===== config.mk =====
export PLATFORM = sky130hd
export DESIGN_NAME = rtrim_device_flat
export DESIGN_NICKNAME = d
export VERILOG_FILES = /design/src/common/rtrim_pkg.sv /design/src/common/rtrim_if.sv /design/src/design/rtrim_device.sv /design/src/flat_wrapper.sv
export SDC_FILE = /design/constraint.sdc
export NUM_CORES = 1
export LEC_CHECK = 0
export BUFFER_PORTS_ARGS = -buffer_cell sky130_fd_sc_hd__buf_2
export CAP_MARGIN = 20
export CORE_UTILIZATION = 58
export DETAILED_ROUTE_END_ITERATION = 6
export PLACE_DENSITY = 0.8
export SETUP_SLACK_MARGIN = 0.2
export SKIP_CTS_REPAIR_TIMING = 1
export SYNTH_ARGS = -nofsm -noshare
export SYNTH_HDL_FRONTEND = slang
export SYNTH_SLANG_ARGS = --single-unit

===== constraint.sdc =====
create_clock -name hclk -period 4.84 [get_ports hclk]
set_clock_uncertainty 0.2 [all_clocks]
set_input_delay 0.484 -clock hclk [delete_from_list [all_inputs] [get_ports hclk]]
set_output_delay 0.484 -clock hclk [all_outputs]
set_load 0.02 [all_outputs]

===== src/common/rtrim_pkg.sv =====
// Shared constants for the rate-trim device end and its host end.
package rtrim_pkg;

  // Oscillator ticks in one nominal second of the divider chain.
  localparam int unsigned OSC_TICKS_PER_SEC = 32768;
  // Half of a nominal second, the low phase of the 1 Hz pulse.
  localparam int unsigned HALF_SEC_TICKS = OSC_TICKS_PER_SEC / 2;
  // One trim step adds or removes one pulse of the 16.384 kHz stage, two oscillator ticks.
  localparam int unsigned STEP_TICKS = 2;
  // Correction windows in seconds for window select clear and set.
  localparam int unsigned WIN_SHORT_SEC = 20;
  localparam int unsigned WIN_LONG_SEC = 60;

  // Trim register layout.
  localparam int unsigned TRIM_WIN_BIT = 0;
  localparam int unsigned TRIM_CNT_LSB = 1;
  localparam int unsigned TRIM_CNT_W = 7;
  localparam logic [7:0] TRIM_RESET = 8'h00;
  localparam logic [7:0] TRIM_OFF = 8'h00;

  // Host trim arithmetic limits.
  localparam logic [7:0] FAST_BASE = 8'h80;
  localparam logic [6:0] FAST_MAX_STEPS = 7'h40;
  localparam logic [7:0] SLOW_MAX_COUNT = 8'h3E;

  // Host register offsets on the AHB-Lite side.
  localparam logic [7:0] HOST_CMD_OFS = 8'h00;
  localparam logic [7:0] HOST_STAT_OFS = 8'h04;
  localparam logic [7:0] HOST_PERIOD_OFS = 8'h08;

  // Host command register fields.
  localparam int unsigned CMD_STEPS_LSB = 0;
  localparam int unsigned CMD_SLOW_BIT = 7;
  localparam int unsigned CMD_LONG_BIT = 8;
  localparam int unsigned CMD_OFF_BIT = 9;
  localparam logic [9:0] CMD_RESET = 10'h000;

  // Host status register fields.
  localparam int unsigned STAT_REFUSED_BIT = 8;

  // AHB-Lite transfer type and response codes.
  localparam logic [1:0] HTRANS_NONSEQ = 2'h2;
  localparam logic [1:0] HRESP_OKAY = 2'h0;

endpackage


===== src/common/rtrim_if.sv =====
// Link between the rate-trim device and the host that programs it.
`timescale 1ns/1ps
interface rtrim_if;
  logic trim_wr;
  logic [7:0] trim_wdata;
  logic [7:0] trim_rdata;
  logic interrupt_pin_one_n;

  // Device end of the link.
  modport dev (
    input trim_wr,
    input trim_wdata,
    output trim_rdata,
    output interrupt_pin_one_n
  );

  // Host end of the link.
  modport host (
    output trim_wr,
    output trim_wdata,
    input trim_rdata,
    input interrupt_pin_one_n
  );
endinterface


===== src/design/rtrim_device.sv =====
// Rate-trim divider chain of the real-time clock, with the 1 Hz pulse output.
//
// Design decisions made here: the trim register port on the link and the placing of the registers.
`timescale 1ns/1ps
module rtrim_device #(
  parameter int unsigned OSC_TICKS = rtrim_pkg::OSC_TICKS_PER_SEC,
  parameter int unsigned WIN_SHORT = rtrim_pkg::WIN_SHORT_SEC,
  parameter int unsigned WIN_LONG = rtrim_pkg::WIN_LONG_SEC
) (
  input wire logic hclk,
  input wire logic hresetn,
  rtrim_if.dev link,
  input wire logic osc_in,
  output logic osc_out,
  output logic sec_pulse,
  output logic [5:0] sec_in_window
);
  import rtrim_pkg::*;

  // How the trim works: the synchronised oscillator advances a sub-second counter,
  // and the counter's end point sets the length of each second. Every second of a
  // window ends after the nominal count except the last, whose end point moves by
  // two oscillator ticks for each trim step. Moving the end point early shortens
  // that second and speeds the clock up; moving it late lengthens the second.
  // The oscillator itself and its echo on osc_out are never touched, so the
  // correction is only visible on the 1 Hz pin and on sec_pulse, as one odd period per window.
  // The low half of every second has the nominal length, so the rising edge of
  // the pin stays put and only the next falling edge moves.
  // Limitation: a trim write takes effect at once. A write late in the last
  // second of a window may end that second at once, giving one period that is
  // neither nominal nor corrected; software should write just after a falling
  // edge of the pin.

  // Widths of the divider counters.
  localparam int unsigned SUB_W = 17;
  localparam int unsigned WIN_W = 6;

  // Elaboration checks: the sub-second counter must hold a full second plus the
  // largest slow-down, and the window counter must hold the longest window.
  if (OSC_TICKS < 2 * STEP_TICKS * 64) begin : g_osc_small
    $error("OSC_TICKS is too small for the full trim span.");
  end
  if (OSC_TICKS > 65000) begin : g_osc_large
    $error("OSC_TICKS does not fit the sub-second counter.");
  end
  if (WIN_SHORT < 2 || WIN_SHORT > 63) begin : g_win_short
    $error("WIN_SHORT must lie between 2 and 63 seconds.");
  end
  if (WIN_LONG < 2 || WIN_LONG > 63) begin : g_win_long
    $error("WIN_LONG must lie between 2 and 63 seconds.");
  end

  // Nominal second, half second and last index of each window, at counter width.
  localparam logic [SUB_W-1:0] SUB_NOMINAL = SUB_W'(OSC_TICKS);
  localparam logic [SUB_W-1:0] SUB_HALF = SUB_W'(OSC_TICKS / 2);
  localparam logic [WIN_W-1:0] WIN_SHORT_LAST = WIN_W'(WIN_SHORT - 1);
  localparam logic [WIN_W-1:0] WIN_LONG_LAST = WIN_W'(WIN_LONG - 1);

  logic osc_s1_q;
  logic osc_s2_q;
  logic osc_s3_q;
  logic osc_out_q;
  logic [7:0] trim_q;
  logic [SUB_W-1:0] sub_q;
  logic [SUB_W-1:0] sub_d;
  logic [WIN_W-1:0] win_q;
  logic [WIN_W-1:0] win_d;
  logic interrupt_pin_one_n_q;
  logic sec_pulse_q;

  wire osc_tick;
  wire win_long;
  wire [WIN_W-1:0] win_last;
  wire last_sec;
  wire signed [TRIM_CNT_W-1:0] trim_cnt;
  wire signed [8:0] adj_ticks;
  wire [SUB_W-1:0] corr_period;
  wire [SUB_W-1:0] cur_period;
  wire sec_end;

  // Oscillator pin passes two flops; the third flop only feeds the edge detector.
  // The pin is asynchronous to the bus clock, so nothing but the second flop reads
  // the first; the bus clock must run at least four times the oscillator rate.
  always_ff @(posedge hclk or negedge hresetn) begin
    if (!hresetn) begin
      osc_s1_q <= 1'b0;
      osc_s2_q <= 1'b0;
      osc_s3_q <= 1'b0;
    end else begin
      osc_s1_q <= osc_in;
      osc_s2_q <= osc_s1_q;
      osc_s3_q <= osc_s2_q;
    end
  end

  // One cycle per rising oscillator edge advances the divider chain.
  assign osc_tick = osc_s2_q & ~osc_s3_q;

  // The raw oscillator is echoed straight from the synchroniser, never from the trimmed chain.
  always_ff @(posedge hclk or negedge hresetn) begin
    if (!hresetn) begin
      osc_out_q <= 1'b0;
    end else begin
      osc_out_q <= osc_s2_q;
    end
  end

  // Trim register, written by the host over the link and read back unchanged.
  // The byte is kept exactly as written, so a readback shows the reversed count
  // and the window bit as they are stored.
  always_ff @(posedge hclk or negedge hresetn) begin
    if (!hresetn) begin
      trim_q <= TRIM_RESET;
    end else if (link.trim_wr) begin
      trim_q <= link.trim_wdata;
    end
  end

  // Un-reverse the count field: register bit 7 is count bit 0.
  genvar gi;
  generate
    for (gi = 0; gi < TRIM_CNT_W; gi++) begin : g_unrev
      assign trim_cnt[gi] = trim_q[TRIM_CNT_LSB + TRIM_CNT_W - 1 - gi];
    end
  endgenerate

  // Window length follows bit 0: clear gives the short window, set the long one.
  assign win_long = trim_q[TRIM_WIN_BIT];
  assign win_last = win_long ? WIN_LONG_LAST : WIN_SHORT_LAST;

  // A mode change mid-window is absorbed by treating any overshoot as the last second.
  assign last_sec = (win_q >= win_last);

  // Each step moves two oscillator ticks, so one step over a 20 s window is
  // 2 / (20 * 32768), about 3.052 ppm, and over 60 s about 1.017 ppm.
  // The sign extension keeps a negative count negative through the product.
  assign adj_ticks = 9'(STEP_TICKS) * {{2{trim_cnt[TRIM_CNT_W-1]}}, trim_cnt};

  // A positive count shortens the corrected second, a negative one lengthens it;
  // the count spans -64..+63 steps, which gives the documented ppm span.
  assign corr_period = SUB_NOMINAL - {{(SUB_W-9){adj_ticks[8]}}, adj_ticks};

  // Only the last second of each window is altered; all other seconds stay nominal.
  assign cur_period = last_sec ? corr_period : SUB_NOMINAL;

  // A second ends on the tick that completes its period.
  assign sec_end = osc_tick && (sub_q >= cur_period - SUB_W'(1));

  // Next values of the sub-second and in-window second counters.
  always_comb begin
    sub_d = sub_q;
    win_d = win_q;
    if (sec_end) begin
      sub_d = '0;
      win_d = last_sec ? '0 : win_q + WIN_W'(1);
    end else if (osc_tick) begin
      sub_d = sub_q + SUB_W'(1);
    end
  end

  // Divider chain state; a zero trim leaves every second nominal.
  always_ff @(posedge hclk or negedge hresetn) begin
    if (!hresetn) begin
      sub_q <= '0;
      win_q <= '0;
    end else begin
      sub_q <= sub_d;
      win_q <= win_d;
    end
  end

  // The 1 Hz pin is low for the first half of each second and high for the rest,
  // so its falling edges mark second boundaries and show the altered period.
  // Deciding from sub_d rather than sub_q keeps the pin in step with sec_pulse,
  // so both mark the same clock edge.
  always_ff @(posedge hclk or negedge hresetn) begin
    if (!hresetn) begin
      interrupt_pin_one_n_q <= 1'b1;
      sec_pulse_q <= 1'b0;
    end else begin
      interrupt_pin_one_n_q <= (sub_d >= SUB_HALF);
      sec_pulse_q <= sec_end;
    end
  end

  // Outputs, all straight from flip-flops.
  assign link.trim_rdata = trim_q;
  assign link.interrupt_pin_one_n = interrupt_pin_one_n_q;
  assign osc_out = osc_out_q;
  assign sec_pulse = sec_pulse_q;
  assign sec_in_window = win_q;

endmodule


===== src/flat_wrapper.sv =====
// flat-port wrapper written by rule: the top's interface ports become plain ports
module rtrim_device_flat import rtrim_pkg::*;
#(
  parameter int unsigned OSC_TICKS = rtrim_pkg::OSC_TICKS_PER_SEC,
  parameter int unsigned WIN_SHORT = rtrim_pkg::WIN_SHORT_SEC,
  parameter int unsigned WIN_LONG = rtrim_pkg::WIN_LONG_SEC
)
  (hclk, hresetn, osc_in, osc_out, sec_pulse, sec_in_window, link_trim_wr, link_trim_wdata, link_trim_rdata, link_interrupt_pin_one_n);
  rtrim_if link_i ();
  input wire logic hclk;
  input wire logic hresetn;
  input wire logic osc_in;
  output logic osc_out;
  output logic sec_pulse;
  output logic [5:0] sec_in_window;
  input wire logic [$bits(link_i.trim_wr)-1:0] link_trim_wr;
  input wire logic [$bits(link_i.trim_wdata)-1:0] link_trim_wdata;
  output wire logic [$bits(link_i.trim_rdata)-1:0] link_trim_rdata;
  output wire logic [$bits(link_i.interrupt_pin_one_n)-1:0] link_interrupt_pin_one_n;
  assign link_i.trim_wr = link_trim_wr;
  assign link_i.trim_wdata = link_trim_wdata;
  assign link_trim_rdata = link_i.trim_rdata;
  assign link_interrupt_pin_one_n = link_i.interrupt_pin_one_n;
  rtrim_device #(.OSC_TICKS(OSC_TICKS), .WIN_SHORT(WIN_SHORT), .WIN_LONG(WIN_LONG)) u_core (.hclk(hclk), .hresetn(hresetn), .link(link_i), .osc_in(osc_in), .osc_out(osc_out), .sec_pulse(sec_pulse), .sec_in_window(sec_in_window));
endmodule

# Yosys cells after proc, flatten, opt, wreduce, memory -nomap -nowiden
# Cells that the tools add are included.
dict set report totals {
  regBits 36
  latchBits 0
  ramBits 0
  romBits 0
  input_bits 12
  out_inout_bits 17
  mem_count 0
}
dict set report op_classes {
  n_addsub 4
  multipliers 0
  div 0
  magnitude_cmp 3
  eq_ne 0
  n_shift 0
  mux 5
  bitwise_logic 2
  n_reduce_logical 1
}
# cell count
set op_table {}
lappend op_table {{2-to-1 mux 17 bit} 3}
lappend op_table {{adder 17 x 1 -> 17 bit, second input constant} 1}
lappend op_table {{greater-or-equal comparator 17 x 15 -> 1 bit, second input constant} 1}
lappend op_table {{greater-or-equal comparator 17 bit} 1}
lappend op_table {{subtractor 16 x 17 -> 17 bit, first input constant} 1}
lappend op_table {{subtractor 17 x 1 -> 17 bit, second input constant} 1}
lappend op_table {{2-to-1 mux 6 bit} 2}
lappend op_table {{adder 6 x 1 -> 6 bit, second input constant} 1}
lappend op_table {{greater-or-equal comparator 6 bit} 1}
lappend op_table {{bitwise AND 1 bit} 1}
lappend op_table {{logical AND 1 bit} 1}
lappend op_table {{NOT 1 bit} 1}

# Depth between registers and ports, before layout
dict set report depth {
  word_depth 8
  depth_mapped 20
}

# Worst setup path after synthesis
# No wires, ideal clock.
dict set report synth_path {
  path_kind {register -> register}
  startpoint {register u_core.trim_q[7], in the netlist u_core.link.trim_rdata[7]}
  endpoint {register u_core.win_q[3], in the netlist u_core.sec_in_window[3]}
  t_arrival_ns 3.747
  t_required_ns 4.518
  setup_slack_ns 0.771
  path_stages_with_launch 19
  n_path_buf 3
  synth_period_minus_slack_ns 4.069
  cell_sequence {dfrtp_1 -> inv_1 -> ha_1 -> buf_2 -> nand2b_1 -> or4_1 -> ha_1 -> and3_1 -> buf_4 -> xor2_1 -> nor2_1 -> ha_1 -> nand4_1 -> a211oi_1 -> a211oi_1 -> a221oi_2 -> buf_2 -> o21ai_0 -> o2bb2ai_1}
}
dict set report synth_via {
  elab_chain_len 5
}
# element line
set synth_lines {}
lappend synth_lines {{start, declared} rtrim_device.sv:63} ;# logic [7:0] trim_q;
lappend synth_lines {{start signal, assigned} rtrim_device.sv:115} ;# trim_q <= link.trim_wdata;
lappend synth_lines {{subtractor 16 x 17 -> 17 bit} rtrim_device.sv:141} ;# assign corr_period = SUB_NOMINAL - {{(SUB_W-9){adj_ticks[8]}}, adj_ticks};
lappend synth_lines {{2-to-1 mux 17 bit} rtrim_device.sv:144} ;# assign cur_period = last_sec ? corr_period : SUB_NOMINAL;
lappend synth_lines {{subtractor 17 x 1 -> 17 bit} rtrim_device.sv:147} ;# assign sec_end = osc_tick && (sub_q >= cur_period - SUB_W'(1));
lappend synth_lines {{greater-or-equal comparator 17 bit} rtrim_device.sv:147}
lappend synth_lines {{logical AND 1 bit} rtrim_device.sv:147}
lappend synth_lines {{end signal, assigned} rtrim_device.sv:168} ;# win_q <= win_d;
lappend synth_lines {{end, declared} rtrim_device.sv:66} ;# logic [WIN_W-1:0] win_q;
# No other way between the ends.
# A chain may end at the register's enable or synchronous reset.

# Worst setup path in the final report
dict set report layout_path {
  startpoint {register u_core.trim_q[7], in the netlist u_core.link.trim_rdata[7]}
  endpoint {register u_core.sub_q[0]}
}
dict set report layout_via {
  elab_chain_len 6
}
# element line
set layout_lines {}
lappend layout_lines {{subtractor 16 x 17 -> 17 bit} rtrim_device.sv:141}
lappend layout_lines {{2-to-1 mux 17 bit} rtrim_device.sv:144}
lappend layout_lines {{subtractor 17 x 1 -> 17 bit} rtrim_device.sv:147}
lappend layout_lines {{greater-or-equal comparator 17 bit} rtrim_device.sv:147}
lappend layout_lines {{logical AND 1 bit} rtrim_device.sv:147}
lappend layout_lines {{2-to-1 mux 17 bit} rtrim_device.sv:153} ;# if (sec_end) begin
lappend layout_lines {{net u_core.sub_d[0]} rtrim_device.sv:65} ;# logic [SUB_W-1:0] sub_d;
lappend layout_lines {{end signal, assigned} rtrim_device.sv:167} ;# sub_q <= sub_d;
lappend layout_lines {{end, declared} rtrim_device.sv:64} ;# logic [SUB_W-1:0] sub_q;
# The timed path passes the listed nets, and every way through them passes these cells.

==> results.cfg <==
[status]
status = finished clean

[die]
die_w_um = 67.2
coreArea_um2 = 4030
die-area_um2 = 4510
start_util_pct = 61.2
io_pins = 29
fp-row-count = 23
die_h_um = 67.2

[timing]
hold_viol = 0
max_freq_mhz = 233
final_max_slew_viol_count = 0
fin_ws_ps = 541
final.min_clock_period_ps = 4300
tns_ps = 0
period_share_pct = 88.8
tightest_slew_ps = 773
max_slew_margin_pct = 48.5
final-setup-viol-count = 0
rsz0062_at_grt = no

[job]
cap_violations = 0

[clock_tree]
cts.sinks = 36
cts_buffers = 5
clockBufferDepth = 2
clk_latency_ps = 290
h-tree-depth = 2
clk_pin_slew_ps = 70
cts_tree = yes
clockRootBuffer = clkbuf_8

[global_route]
grt_max_degree = 37
grt_pass1_wl_um = 8080
globalRouteOverflowTotal = 0
globalRouteTotalUtil_pct = 24.6
antenna_found_initial = 0
grt_pass1_vias = 1797

[synth]
yosysUniqueCellTypes = 50
synth_top_area_share_pct = 35.5
synth_enable_flop_cells = 0
ys_top_cells_by_area = dfrtp_1 36%, ha_1 12%, o21ai_0 4.3%, xnor2_1 4.3%, nand2_1 4.1%
syn-num-nets = 310
synthArstFlopShare_pct = 100
ys_ff_latch = 36
synthFlopType = dfrtp_1
yosysWarnings = 0
synth_largest_area_cell = dfrtp_1
syn-cell-area_um2 = 2460
netlist_instances = 275
synth_area_per_cell_um2 = 8.96
synth-seq-area-share_pct = 36.6

[place]
place_congestion = 0.836
dp_slack_ps = 454
portBuffers = 28
dp_hpwl_um = 3680

[layout]
n_antenna_cell = 0
nNetsFinal = 336
area_growth_pct = 10.6
most-common-layout-cells = 35 x dfrtp_1, 28 x buf_2, 27 x nand2_1, 26 x nor2_1, 22 x ha_1
drive_gt1_share_pct = 17.9
fillCellCount = 330
final_common_cell = dfrtp_1

[drt]
wire_per_inst_um = 14.0
num_vias = 2019
vias_per_cell = 5.74
drt_iter0_drc = 120
firstDrtPassIters = 4
drc_errors = 0
drt-total-wl_um = 4920
antenna_left = 0

[pwr]
vdd_drop_max_v = 0.000165
power.density_nw_per_um2 = 259
power.leakage_nw = 1.31

[critical_path]
endpoint_kind = flop
path_buf_inv = 2
cp_data_required_time_ps = 4860
startpoint_type = flop
path_cells = inv_1 -> ha_2 -> nand2b_1 -> or4_1 -> ha_1 -> and4b_1 -> and4_1 -> nor3_2 -> ha_1 -> nand2_1 -> o21ai_1 -> nor4_1 -> o21ai_0 -> buf_4 -> or2_2 -> o21ai_0
crit_type = reg2reg
cpMaxStageDelayCell = or4_1
worstPathArrival_ps = 4320
cpPeakStageDelay_ps = 490
cp_top_family = simple AND/OR/NAND/NOR gates
critPathMaxFanout = 9

[worst_hold_path]
hold_class = in2async
-- routing by layer --
| metal | global-route usage [%] | part of all wire (%) |
|---|---|---|
| met1 | 31.2 | 47 |
| met2 | 40.0 | 47 |
| met3 | 5.24 | 4.7 |
| met4 | 10.9 | 1.9 |
| met5 | 0 | 0 |
-- state kept, by name, indices dropped and copies added, names as in the netlist --
signal	count
u_core.osc_s2_q	1
u_core.osc_s3_q	1
u_core.osc_s1_q	1
u_core.sub_q	17
u_core.link.interrupt_pin_one_n	1
u_core.sec_in_window	6
u_core.link.trim_rdata	8
u_core.sec_pulse	1
-- path summary, 6_finish.rpt --
| kind | to | start | slack (ps) | depth (start not counted) |
|---|---|---|---|---|
| max | u_core.sub_q[0] | u_core.link.trim_rdata[7] | 540 | 16 |
| min | u_core.link.trim_rdata[5] | hresetn | 70 | 1 |
| max reg2reg | u_core.sub_q[0] | u_core.link.trim_rdata[7] | 540 | 16 |
| min reg2reg | u_core.osc_s2_q | u_core.osc_s1_q | 150 | 0 |
| max in group asynchronous | u_core.sub_q[7] | hresetn | 3880 | 1 |
| min in group hclk | u_core.osc_s1_q | osc_in | 100 | 1 |
-- cell usage after synthesis (2+ instances only) --
library cell / instances
a21oi_1: 16
mux2_2: 4
nand2_1: 27
nor4_1: 4
dfrtp_1: 35
nor2b_1: 2
buf_2: 6
o2bb2ai_1: 3
ha_1: 23
mux2i_1: 2
clkbuf_1: 3
a21o_1: 3
nor3_1: 7
and3_1: 5
inv_1: 9
xnor2_1: 12
a211oi_1: 2
nor2_1: 26
nand4_1: 4
a31oi_1: 5
nand2b_1: 8
xor2_1: 7
nand3_1: 12
o21ai_0: 21
and4_1: 4
-- cell type report --
type / instances / area [um2] / share of cell area [%]
multi-input cells: 218 / 1470 / 54.0
flip-flops and latches: 36 / 902 / 33.1
repair buffers: 31 / 166 / 6.10
clock buffers: 8 / 90.1 / 3.30
well taps: 50 / 62.6 / 2.29
inverters: 9 / 33.8 / 1.24
-- logic make-up (layout without fill, tap and decap cells) --
| group | Yosys count | count (layout) | share of synthesized area [%] |
|---|---|---|---|
| adder cells (fa/ha/maj) | 23 | 23 | 11.7 |
| AND/OR/NAND/NOR | 109 | 109 | 22.9 |
| XOR/XNOR | 19 | 19 | 6.75 |
| flip-flops | 36 | 36 | 36.6 |
| buffers and inverters | 21 | 48 | 4.01 |
| multiplexers | 6 | 6 | 2.64 |
| AO/OA/AOI/OAI | 61 | 61 | 15.4 |
-- metrics by stage --
step	power [mW]	cells	hold slack [ps]	cell area [um2]	utilization, %
final	0.707	352	65.1	2730	67.7
after global placement	0.487	344	134	2630	65.2
after floorplan	0.455	275	-11.6	2460	-
after global routing	0.748	352	82.6	2730	67.7
after CTS	0.713	352	86.9	2720	67.4
after detailed placement	0.491	344	138	2630	65.2
-- report_power, final --
group / internal (mW) / leakage, nW / total [mW] / switching (mW)
sequential: 0.325 / 0.470 / 0.366 / 0.0411
combinational: 0.0541 / 0.792 / 0.122 / 0.0677
clock: 0.116 / 0.0455 / 0.219 / 0.103
Power figures use the tool's default switching activity.
